File: src/common/spmsp_pkg.sv
package spmsp_pkg;

  // System clock and the fastest serial clock the master may run.
  localparam int CLK_PERIOD_NS      = 5;
  localparam int SCK_MAX_MHZ        = 20;
  localparam int SCK_MIN_PERIOD_NS  = 1000 / SCK_MAX_MHZ;
  // Least serial clock half period in system cycles, rounded up.
  localparam int SCK_MIN_HALF_CYC   =
    (SCK_MIN_PERIOD_NS / 2 + CLK_PERIOD_NS - 1) / CLK_PERIOD_NS;

  // Supported opcodes; every other code is treated as invalid.
  localparam logic [7:0] OP_STATUS_WR = 8'h01;
  localparam logic [7:0] OP_MEM_WR    = 8'h02;
  localparam logic [7:0] OP_MEM_RD    = 8'h03;
  localparam logic [7:0] OP_STATUS_RD = 8'h05;

  localparam logic [7:0] STATUS_RST    = 8'h00;
  localparam int         PROTECT_POS   = 7;
  localparam logic [2:0] BIT_CNT_ZERO  = 3'h0;
  localparam logic [2:0] BIT_CNT_LAST  = 3'h7;
  localparam logic [2:0] BIT_CNT_ONE   = 3'h1;
  localparam logic [1:0] ADDR_CNT_ZERO = 2'h0;
  localparam logic [1:0] ADDR_CNT_LAST = 2'h2;
  localparam logic [1:0] ADDR_CNT_ONE  = 2'h1;
  localparam int         SYNC_STAGES   = 2;

  typedef enum logic [4:0] {
    ST_OPCODE  = 5'h01,
    ST_ADDR    = 5'h02,
    ST_WDATA   = 5'h04,
    ST_RDATA   = 5'h08,
    ST_DISCARD = 5'h10
  } spmsp_state_t;

  // One received byte handed to the memory side.
  typedef struct packed {
    logic       is_write;
    logic       is_addr;
    logic [7:0] data;
  } spmsp_rx_t;

  // Pin inputs, carried together through the synchroniser.
  typedef struct packed {
    logic cs_n;
    logic sck;
    logic si;
    logic wp_n;
  } spmsp_pins_t;

endpackage

File: src/rtl/spmsp_sync.sv
`timescale 1ns/1ps
module spmsp_sync
  import spmsp_pkg::*;
#(
  parameter int           W        = 4,
  parameter logic [W-1:0] RST_VAL  = '0
) (
  input  wire logic         clk,
  input  wire logic         sys_rst,
  input  wire logic [W-1:0] d,
  output logic      [W-1:0] q
);

  logic [W-1:0] meta_reg;

  // The first stage feeds only the second stage.
  always_ff @(posedge clk) begin
    if (sys_rst) begin
      meta_reg <= RST_VAL;
      q        <= RST_VAL;
    end else begin
      meta_reg <= d;
      q        <= meta_reg;
    end
  end

endmodule

File: src/rtl/spmsp_buf.sv
`timescale 1ns/1ps
module spmsp_buf
  import spmsp_pkg::*;
#(
  parameter int W = 10
) (
  input  wire logic         clk,
  input  wire logic         sys_rst,
  input  wire logic [W-1:0] in_data,
  input  wire logic         in_valid,
  output logic              in_ready,
  output logic      [W-1:0] out_data,
  output logic              out_valid,
  input  wire logic         out_ready
);

  // Head register drives the outputs; the spare entry absorbs one stall.
  logic [W-1:0] spare_reg;
  logic         spare_valid_reg;
  logic         push;
  logic         pop;

  assign push     = in_valid && !spare_valid_reg;
  assign pop      = out_valid && out_ready;
  assign in_ready = !spare_valid_reg;

  always_ff @(posedge clk) begin
    if (sys_rst) begin
      out_valid       <= 1'b0;
      out_data        <= '0;
      spare_valid_reg <= 1'b0;
      spare_reg       <= '0;
    end else if (!out_valid || pop) begin
      if (spare_valid_reg) begin
        out_data        <= spare_reg;
        spare_valid_reg <= 1'b0;
      end else begin
        out_valid <= push;
        out_data  <= in_data;
      end
    end else if (push) begin
      spare_reg       <= in_data;
      spare_valid_reg <= 1'b1;
    end
  end

endmodule

File: src/rtl/spmsp_slave.sv
`timescale 1ns/1ps
// Operation
// Chip select is active low; bus activity counts only while it is low.
// Chip select high: standby, other inputs ignored, output released.
// Serial clock edges are gated internally by chip select low.
// Master makes a chip select falling edge before each opcode.
// Inputs captured on rising clock edges, outputs change on falling ones.
// Serial clock from zero to 20 MHz, may pause; device resumes cleanly.
// Serial input taken only at rising edges, ignored otherwise.
// Serial output driven only for read data, released otherwise.
// Protect bit set and write-protect pin low: status writes rejected.
// Host may join serial input and output; relies on output release.
// Clock modes 0 and 3 only; rising edge samples in both.
// First eight bits after chip select falls form the opcode.
// Every byte travels most significant bit first.
// Invalid opcode: discard all input until next select, output released.
// Chip select high clears bit counter and command state.
module spmsp_slave
  import spmsp_pkg::*;
(
  input  wire logic      clk,
  input  wire logic      sys_rst,
  input  wire logic      cs_n_pin,
  input  wire logic      sck_pin,
  input  wire logic      si_pin,
  input  wire logic      wp_n_pin,
  output logic           so_o,
  output logic           so_oe,
  output spmsp_rx_t      rx_data,
  output logic           rx_valid,
  input  wire logic      rx_ready,
  output logic           rd_req,
  input  wire logic [7:0] rd_byte,
  output logic           standby,
  output logic           overrun,
  output logic           status_protect_enable_bit,
  output logic [7:0]     status_o
);

  spmsp_pins_t  pins_raw;
  spmsp_pins_t  pins_s;
  spmsp_state_t state_reg;
  logic         sck_q_reg;
  logic [6:0]   in_sh_reg;
  logic [2:0]   bit_cnt_reg;
  logic [2:0]   out_cnt_reg;
  logic [1:0]   addr_cnt_reg;
  logic         is_write_reg;
  logic         status_cmd_reg;
  logic [7:0]   tx_sh_reg;
  logic [7:0]   status_reg;
  logic         sel;
  logic         rise;
  logic         fall;
  logic         byte_done;
  logic [7:0]   in_byte;
  logic [7:0]   out_byte;
  logic         push;
  logic         buf_ready;
  logic         wr_locked;
  spmsp_rx_t    push_item;

  // Pins read as deselected and unprotected until the synchroniser fills.
  localparam spmsp_pins_t PINS_IDLE = '{cs_n: 1'b1, sck: 1'b0, si: 1'b0,
                                        wp_n: 1'b1};

  assign pins_raw = '{cs_n: cs_n_pin, sck: sck_pin, si: si_pin,
                      wp_n: wp_n_pin};

  // Pins change on the master's schedule, so all of them cross here.
  spmsp_sync #(
    .W       ($bits(spmsp_pins_t)),
    .RST_VAL (PINS_IDLE)
  ) u_sync (
    .clk     (clk),
    .sys_rst (sys_rst),
    .d       (pins_raw),
    .q       (pins_s)
  );

  // Edges are found by oversampling, so a paused clock simply yields none.
  always_ff @(posedge clk) begin
    if (sys_rst) begin
      sck_q_reg <= 1'b0;
    end else begin
      sck_q_reg <= pins_s.sck;
    end
  end

  assign sel       = !pins_s.cs_n;
  // Idle level does not matter: both modes sample on the rising edge.
  assign rise      = sel && pins_s.sck && !sck_q_reg;
  assign fall      = sel && !pins_s.sck && sck_q_reg;
  assign byte_done = rise && (bit_cnt_reg == BIT_CNT_LAST);
  assign in_byte   = {in_sh_reg, pins_s.si};
  assign wr_locked = status_reg[PROTECT_POS] && !pins_s.wp_n;

  // Serial input is shifted only on a rising edge.
  always_ff @(posedge clk) begin
    if (sys_rst) begin
      in_sh_reg <= '0;
    end else if (rise) begin
      in_sh_reg <= in_byte[6:0];
    end
  end

  // Deselect acts as a level reset so an aborted command leaves no trace.
  always_ff @(posedge clk) begin
    if (sys_rst || pins_s.cs_n) begin
      state_reg      <= ST_OPCODE;
      bit_cnt_reg    <= BIT_CNT_ZERO;
      addr_cnt_reg   <= ADDR_CNT_ZERO;
      is_write_reg   <= 1'b0;
      status_cmd_reg <= 1'b0;
    end else if (rise) begin
      bit_cnt_reg <= bit_cnt_reg + BIT_CNT_ONE;
      if (byte_done) begin
        unique case (state_reg)
          ST_OPCODE: begin
            unique case (in_byte)
              OP_MEM_RD: begin
                state_reg <= ST_ADDR;
              end
              OP_MEM_WR: begin
                state_reg    <= ST_ADDR;
                is_write_reg <= 1'b1;
              end
              OP_STATUS_RD: begin
                state_reg      <= ST_RDATA;
                status_cmd_reg <= 1'b1;
              end
              OP_STATUS_WR: begin
                state_reg      <= ST_WDATA;
                status_cmd_reg <= 1'b1;
                is_write_reg   <= 1'b1;
              end
              default: begin
                state_reg <= ST_DISCARD;
              end
            endcase
          end
          ST_ADDR: begin
            addr_cnt_reg <= addr_cnt_reg + ADDR_CNT_ONE;
            if (addr_cnt_reg == ADDR_CNT_LAST) begin
              state_reg <= is_write_reg ? ST_WDATA : ST_RDATA;
            end
          end
          ST_WDATA, ST_RDATA, ST_DISCARD: begin
            state_reg <= state_reg;
          end
        endcase
      end
    end
  end

  // Status register; a locked write completes on the bus but changes nothing.
  always_ff @(posedge clk) begin
    if (sys_rst) begin
      status_reg <= STATUS_RST;
    end else if (byte_done && state_reg == ST_WDATA && status_cmd_reg
                 && !wr_locked) begin
      status_reg <= in_byte;
    end
  end

  // Address and write data go to the memory side through the buffer.
  assign push = byte_done && !status_cmd_reg
                && (state_reg == ST_ADDR || state_reg == ST_WDATA);
  assign push_item = '{is_write: is_write_reg,
                       is_addr:  state_reg == ST_ADDR,
                       data:     in_byte};

  spmsp_buf #(
    .W ($bits(spmsp_rx_t))
  ) u_buf (
    .clk       (clk),
    .sys_rst   (sys_rst),
    .in_data   (push_item),
    .in_valid  (push),
    .in_ready  (buf_ready),
    .out_data  (rx_data),
    .out_valid (rx_valid),
    .out_ready (rx_ready)
  );

  // The serial link cannot stall, so a full buffer is reported instead.
  always_ff @(posedge clk) begin
    if (sys_rst || pins_s.cs_n) begin
      overrun <= 1'b0;
    end else if (push && !buf_ready) begin
      overrun <= 1'b1;
    end
  end

  // A read byte is requested when the previous byte or address completes.
  always_ff @(posedge clk) begin
    if (sys_rst || pins_s.cs_n) begin
      rd_req <= 1'b0;
    end else begin
      rd_req <= byte_done && !is_write_reg && !status_cmd_reg
                && ((state_reg == ST_ADDR && addr_cnt_reg == ADDR_CNT_LAST)
                    || state_reg == ST_RDATA);
    end
  end

  assign out_byte = (out_cnt_reg != BIT_CNT_ZERO) ? tx_sh_reg
                  : (status_cmd_reg ? status_reg : rd_byte);

  // Output bits move only on falling edges, most significant first.
  always_ff @(posedge clk) begin
    if (sys_rst) begin
      so_o      <= 1'b0;
      tx_sh_reg <= '0;
    end else if (fall && state_reg == ST_RDATA) begin
      so_o      <= out_byte[7];
      tx_sh_reg <= {out_byte[6:0], 1'b0};
    end
  end

  always_ff @(posedge clk) begin
    if (sys_rst || pins_s.cs_n) begin
      out_cnt_reg <= BIT_CNT_ZERO;
    end else if (fall && state_reg == ST_RDATA) begin
      out_cnt_reg <= out_cnt_reg + BIT_CNT_ONE;
    end
  end

  // Released whenever not returning read data, so SI and SO may be joined.
  always_ff @(posedge clk) begin
    if (sys_rst || pins_s.cs_n) begin
      so_oe <= 1'b0;
    end else if (state_reg != ST_RDATA) begin
      so_oe <= 1'b0;
    end else if (fall) begin
      so_oe <= 1'b1;
    end
  end

  always_ff @(posedge clk) begin
    if (sys_rst) begin
      standby                   <= 1'b1;
      status_o                  <= STATUS_RST;
      status_protect_enable_bit <= 1'b0;
    end else begin
      standby                   <= pins_s.cs_n;
      status_o                  <= status_reg;
      status_protect_enable_bit <= status_reg[PROTECT_POS];
    end
  end

  a_oe_read_only: assert property (
    @(posedge clk) disable iff (sys_rst)
    so_oe |-> state_reg == ST_RDATA)
    else $error("Output enabled outside read data.");

  a_standby_release: assert property (
    @(posedge clk) disable iff (sys_rst)
    pins_s.cs_n |=> !so_oe && standby)
    else $error("Output not released in standby.");

  a_deselect_clears: assert property (
    @(posedge clk) disable iff (sys_rst)
    pins_s.cs_n |=> state_reg == ST_OPCODE && bit_cnt_reg == BIT_CNT_ZERO
                    && addr_cnt_reg == ADDR_CNT_ZERO)
    else $error("Command state survived deselect.");

  a_input_sample_edge: assert property (
    @(posedge clk) disable iff (sys_rst)
    !rise |=> $stable(in_sh_reg))
    else $error("Serial input taken off a rising edge.");

  a_output_fall_only: assert property (
    @(posedge clk) disable iff (sys_rst)
    !fall |=> $stable(so_o))
    else $error("Serial output changed off a falling edge.");

  a_opcode_read: assert property (
    @(posedge clk) disable iff (sys_rst)
    byte_done && state_reg == ST_OPCODE && in_byte == OP_MEM_RD
    |=> state_reg == ST_ADDR && !is_write_reg)
    else $error("Read opcode not decoded.");

  a_bad_opcode_drop: assert property (
    @(posedge clk) disable iff (sys_rst)
    state_reg == ST_DISCARD && !pins_s.cs_n
    |=> state_reg == ST_DISCARD && !so_oe && !push && !rd_req)
    else $error("Input not discarded after invalid opcode.");

  a_protect_locks: assert property (
    @(posedge clk) disable iff (sys_rst)
    byte_done && state_reg == ST_WDATA && status_cmd_reg && wr_locked
    |=> $stable(status_reg) ##1 $stable(status_o))
    else $error("Protected status register was written.");

  a_status_msb_first: assert property (
    @(posedge clk) disable iff (sys_rst)
    byte_done && state_reg == ST_WDATA && status_cmd_reg && !wr_locked
    |=> status_reg == {$past(in_sh_reg), $past(pins_s.si)})
    else $error("Status byte not assembled first bit high.");

endmodule

File: config.mk
export PLATFORM = sky130hd
export DESIGN_NAME = spmsp_slave
export DESIGN_NICKNAME = d
export VERILOG_FILES = /design/src/common/spmsp_pkg.sv /design/src/rtl/spmsp_sync.sv /design/src/rtl/spmsp_buf.sv /design/src/rtl/spmsp_slave.sv
export SDC_FILE = /design/constraint.sdc
export NUM_CORES = 1
export LEC_CHECK = 0
export ABC_AREA = 1
export ABC_CLOCK_PERIOD_IN_PS = 1400
export BUFFER_PORTS_ARGS = -buffer_cell sky130_fd_sc_hd__buf_4
export CAP_MARGIN = 20
export CORE_MARGIN = 10
export CORE_UTILIZATION = 54
export CTS_BUF_LIST = sky130_fd_sc_hd__clkbuf_4 sky130_fd_sc_hd__clkbuf_8
export CTS_CLUSTER_DIAMETER = 50
export DETAILED_ROUTE_END_ITERATION = 8
export PLACE_DENSITY = 0.82
export SYNTH_ARGS = -nofsm -noshare
export SYNTH_HDL_FRONTEND = slang
export SYNTH_SLANG_ARGS = --single-unit
export TNS_END_PERCENT = 5
File: constraint.sdc
create_clock -name clk -period 1.4 [get_ports clk]
set_input_delay 0.28 -clock clk [delete_from_list [all_inputs] [get_ports clk]]
set_output_delay 0.28 -clock clk [all_outputs]
set_load 0.05 [all_outputs]
==> impl_metrics.yaml <==
timing:
  maxSlewViolCount: 0
  tightest_slew_ns: 0.3098
  timing.hold.ws_ns: 0.1190
  rsz0062_at_grt: "true"
  finalSetupViolations: 25
  worst_slack_ns: -0.07620
  hold_viol: 0
  fmax_mhz: 677.4
  fin_worst_skew_ns: 0.007249
  fin_crit_sh_pct: 105.4
  fin_crit_ns: 1.476
  max-slew-margin-rel_pct: 79.33
clock_tree:
  clockBufferDepth: 2
  cts_root_buf: "clkbuf_8"
  path_clk_slew_ns: 0.07
  cts_buffers: 9
  cts_num_sinks: 81
  htree_levels: 3
  clk_latency_ns: 0.34
  cts_hold_buffers: 0
  cts_tree: "done"
place:
  port_buffers: 39
  dp_hpwl_microns: 5053
  gp_congestion: 0.8669
grt:
  grt_pass1_wl_microns: 12290
  grt_max_degree: 44
  grt-ovfl-total: 0
  track_usage_pct: 15.13
  grt_pass1_vias: 2673
  antenna_found_initial: 0
setup_path:
  crit_path_max_fanout: 5
  start_kind: "register"
  cp-end-kind: "register"
  cp.arrival_ns: 1.74
  startpoint: "bit_cnt_reg[0]"
  cp.required_ns: 1.66
  critPathKind: "reg2reg"
  r2r-start: "bit_cnt_reg[0]"
route:
  ant_nets: 0
  wl_per_cell_microns: 13.27
  routed_via_density: 5.158
  wirelength_microns: 7392
  drtPass1Iterations: 4
  dr_total_vias: 2873
  drc_errors: 0
  drt_iter0_drc: 204
min_path:
  hold_class: "in2reg"
  min_from: "wp_n_pin"
power:
  power_frac_comb_pct: 3.8
  p_switching_w: 0.0008554
  leakage_nw: 1.665
  power_frac_seq_pct: 59.2
  intPower_w: 0.003083
  power_density_nw_per_um2: 979.7
  sw_frac_of_total_pct: 21.72
  pwr-share-clk_pct: 37.1
  ir_worst_vdd_mv: 0.5584
yosys:
  synth_area_sq_um: 3316
  yosysWarnings: 0
  synth_fp_nets: 451
  avgSynthCellArea_sq_um: 7.693
  synth_seq_cells: 81
  yosys-top-cells-area: "dfxtp_1 (49%), o21ai_0 (8.9%), nand2_1 (7.1%)"
  synthesis.instances: 431
  synth_cell_type_count: 31
  synth_top_area_share_pct: 48.91
  ys_seq_area_share_pct: 48.91
  yosysTopAreaCell: "dfxtp_1"
floorplanning:
  dieWidth_microns: 98.36
  rows: 28
  io_pins: 40
  die-height_microns: 98.36
  design.core.area_sq_um: 5956
  start_util_pct: 55.67
  die-area_sq_um: 9675
layout:
  n_fill_cell: 499
  area_growth_pct: 21.25
  final_layout_size_suffix_gt1_share_pct: 23.24
  n_antenna_cell: 0
  utilization_pct: 67.50
  fin_nets: 500
  final_common_cell: "dfxtp_1"
  final_cell_mix: "dfxtp_1 (74), nand2_1 (60), o21ai_0 (55), buf_4 (53), inv_1 (52)"
status:
  violations: "negative setup slack"
  status: "finished, violations left"
job:
  cap_violations: 0
-- repair_timing --
| action | CTS | global route |
|---|---|---|
| hold endpoints to repair | 0 | 0 |
| cloned | 1 | 0 |
| setup endpoints to repair | 26 | 45 |
| pin swaps | 3 | 2 |
| gates resized for setup | 11 | 16 |
| buffers inserted | 2 | 0 |
-- final cells by class --
type | count | area [sq um] | share of cell area, %
flip-flops and latches | 81 | 1630 | 40.55
multi-input cells | 277 | 1483 | 36.88
clock inverters | 1 | 5.005 | 0.1245
clock buffers | 12 | 152.6 | 3.797
repair buffers | 56 | 449.2 | 11.17
well taps | 75 | 93.84 | 2.334
inverters | 55 | 206.4 | 5.135
-- metrics by stage --
step | instances | power (W) | area, sq um | TNS [ns] | setup WS [ns]
final | 557 | 0.003938 | 4020 | -0.9314 | -0.07620
after global routing | 557 | 0.004063 | 4020 | -3.409 | -0.1768
after CTS | 557 | 0.003952 | 3991 | -0.4697 | -0.04280
after detailed placement | 541 | 0.002529 | 3756 | -1.555 | -0.1141
after global placement | 541 | 0.002526 | 3756 | -0.3682 | -0.04602
after floorplan | 431 | 0.002467 | 3342 | 0 | 0.007368
-- per-layer routing --
layer	track usage, %	wire length [microns]	vias to the layer above
li1	-	-	1486
met3	4.510	329	8
met5	0	0	-
met2	25.57	3662	47
met1	17.63	3311	1332
met4	5.513	89	0
-- power by group through the flow --
stage | Clock, W | Sequential [W] | Combinational, W
4_1_cts | 0.00147 | 0.00233 | 0.000147
3_5_place_dp | 0 | 0.00238 | 0.000145
6_report | 0.00146 | 0.00233 | 0.000148
5_1_grt | 0.00157 | 0.00233 | 0.000166
2_1_floorplan | 0 | 0.00239 | 0.0000763
3_3_place_gp | 0 | 0.00238 | 0.000142
-- worst max-delay path, cell delays in order (launching register included) --
cell	delay, ns
dfxtp_2	0.36
ha_4	0.15
ha_4	0.13
nand4_4	0.11
inv_1	0.13
nand2_1	0.11
nor2_4	0.18
nand2_1	0.07
a21oi_1	0.15
-- cells by family after synthesis --
family                   Yosys count  share of synthesized area [%]
AO/OA/AOI/OAI                    118                          18.38
AND/OR/NAND/NOR                  153                          21.28
buffers and inverters             74                          9.547
adder cells (fa/ha/maj)            5                          1.887
flip-flops                        81                          48.91
-- Yosys cell counts --
master and number:
a211oi_1 1, a21oi_1 47, a31oi_1 7, buf_2 2
buf_4 1, buf_6 3, clkbuf_1 12, clkbuf_8 1
clkinv_1 1, dfxtp_1 81, ha_1 5, inv_1 53
inv_2 1, nand2_1 63, nand2_2 3, nand2_4 1
nand3_1 7, nand3_2 1, nand3_4 1, nand4_1 3
nand4_2 1, nand4_4 1, nor2_1 53, nor2_2 5
nor2_4 3, nor3_1 7, o211ai_1 2, o21a_1 1
o21ai_0 59, o21ai_1 1, or2_2 4
-- worst paths after layout --
check / cells past startpoint / end / slack (ns)
min reg2reg: 2 / u_sync.q[1] / 0.40
max: 8 / state_reg[1] / -0.08
max reg2reg: 8 / state_reg[1] / -0.08
min: 2 / u_sync.meta_reg[0] / 0.12
No activity file was read; power rests on OpenSTA's default activity.
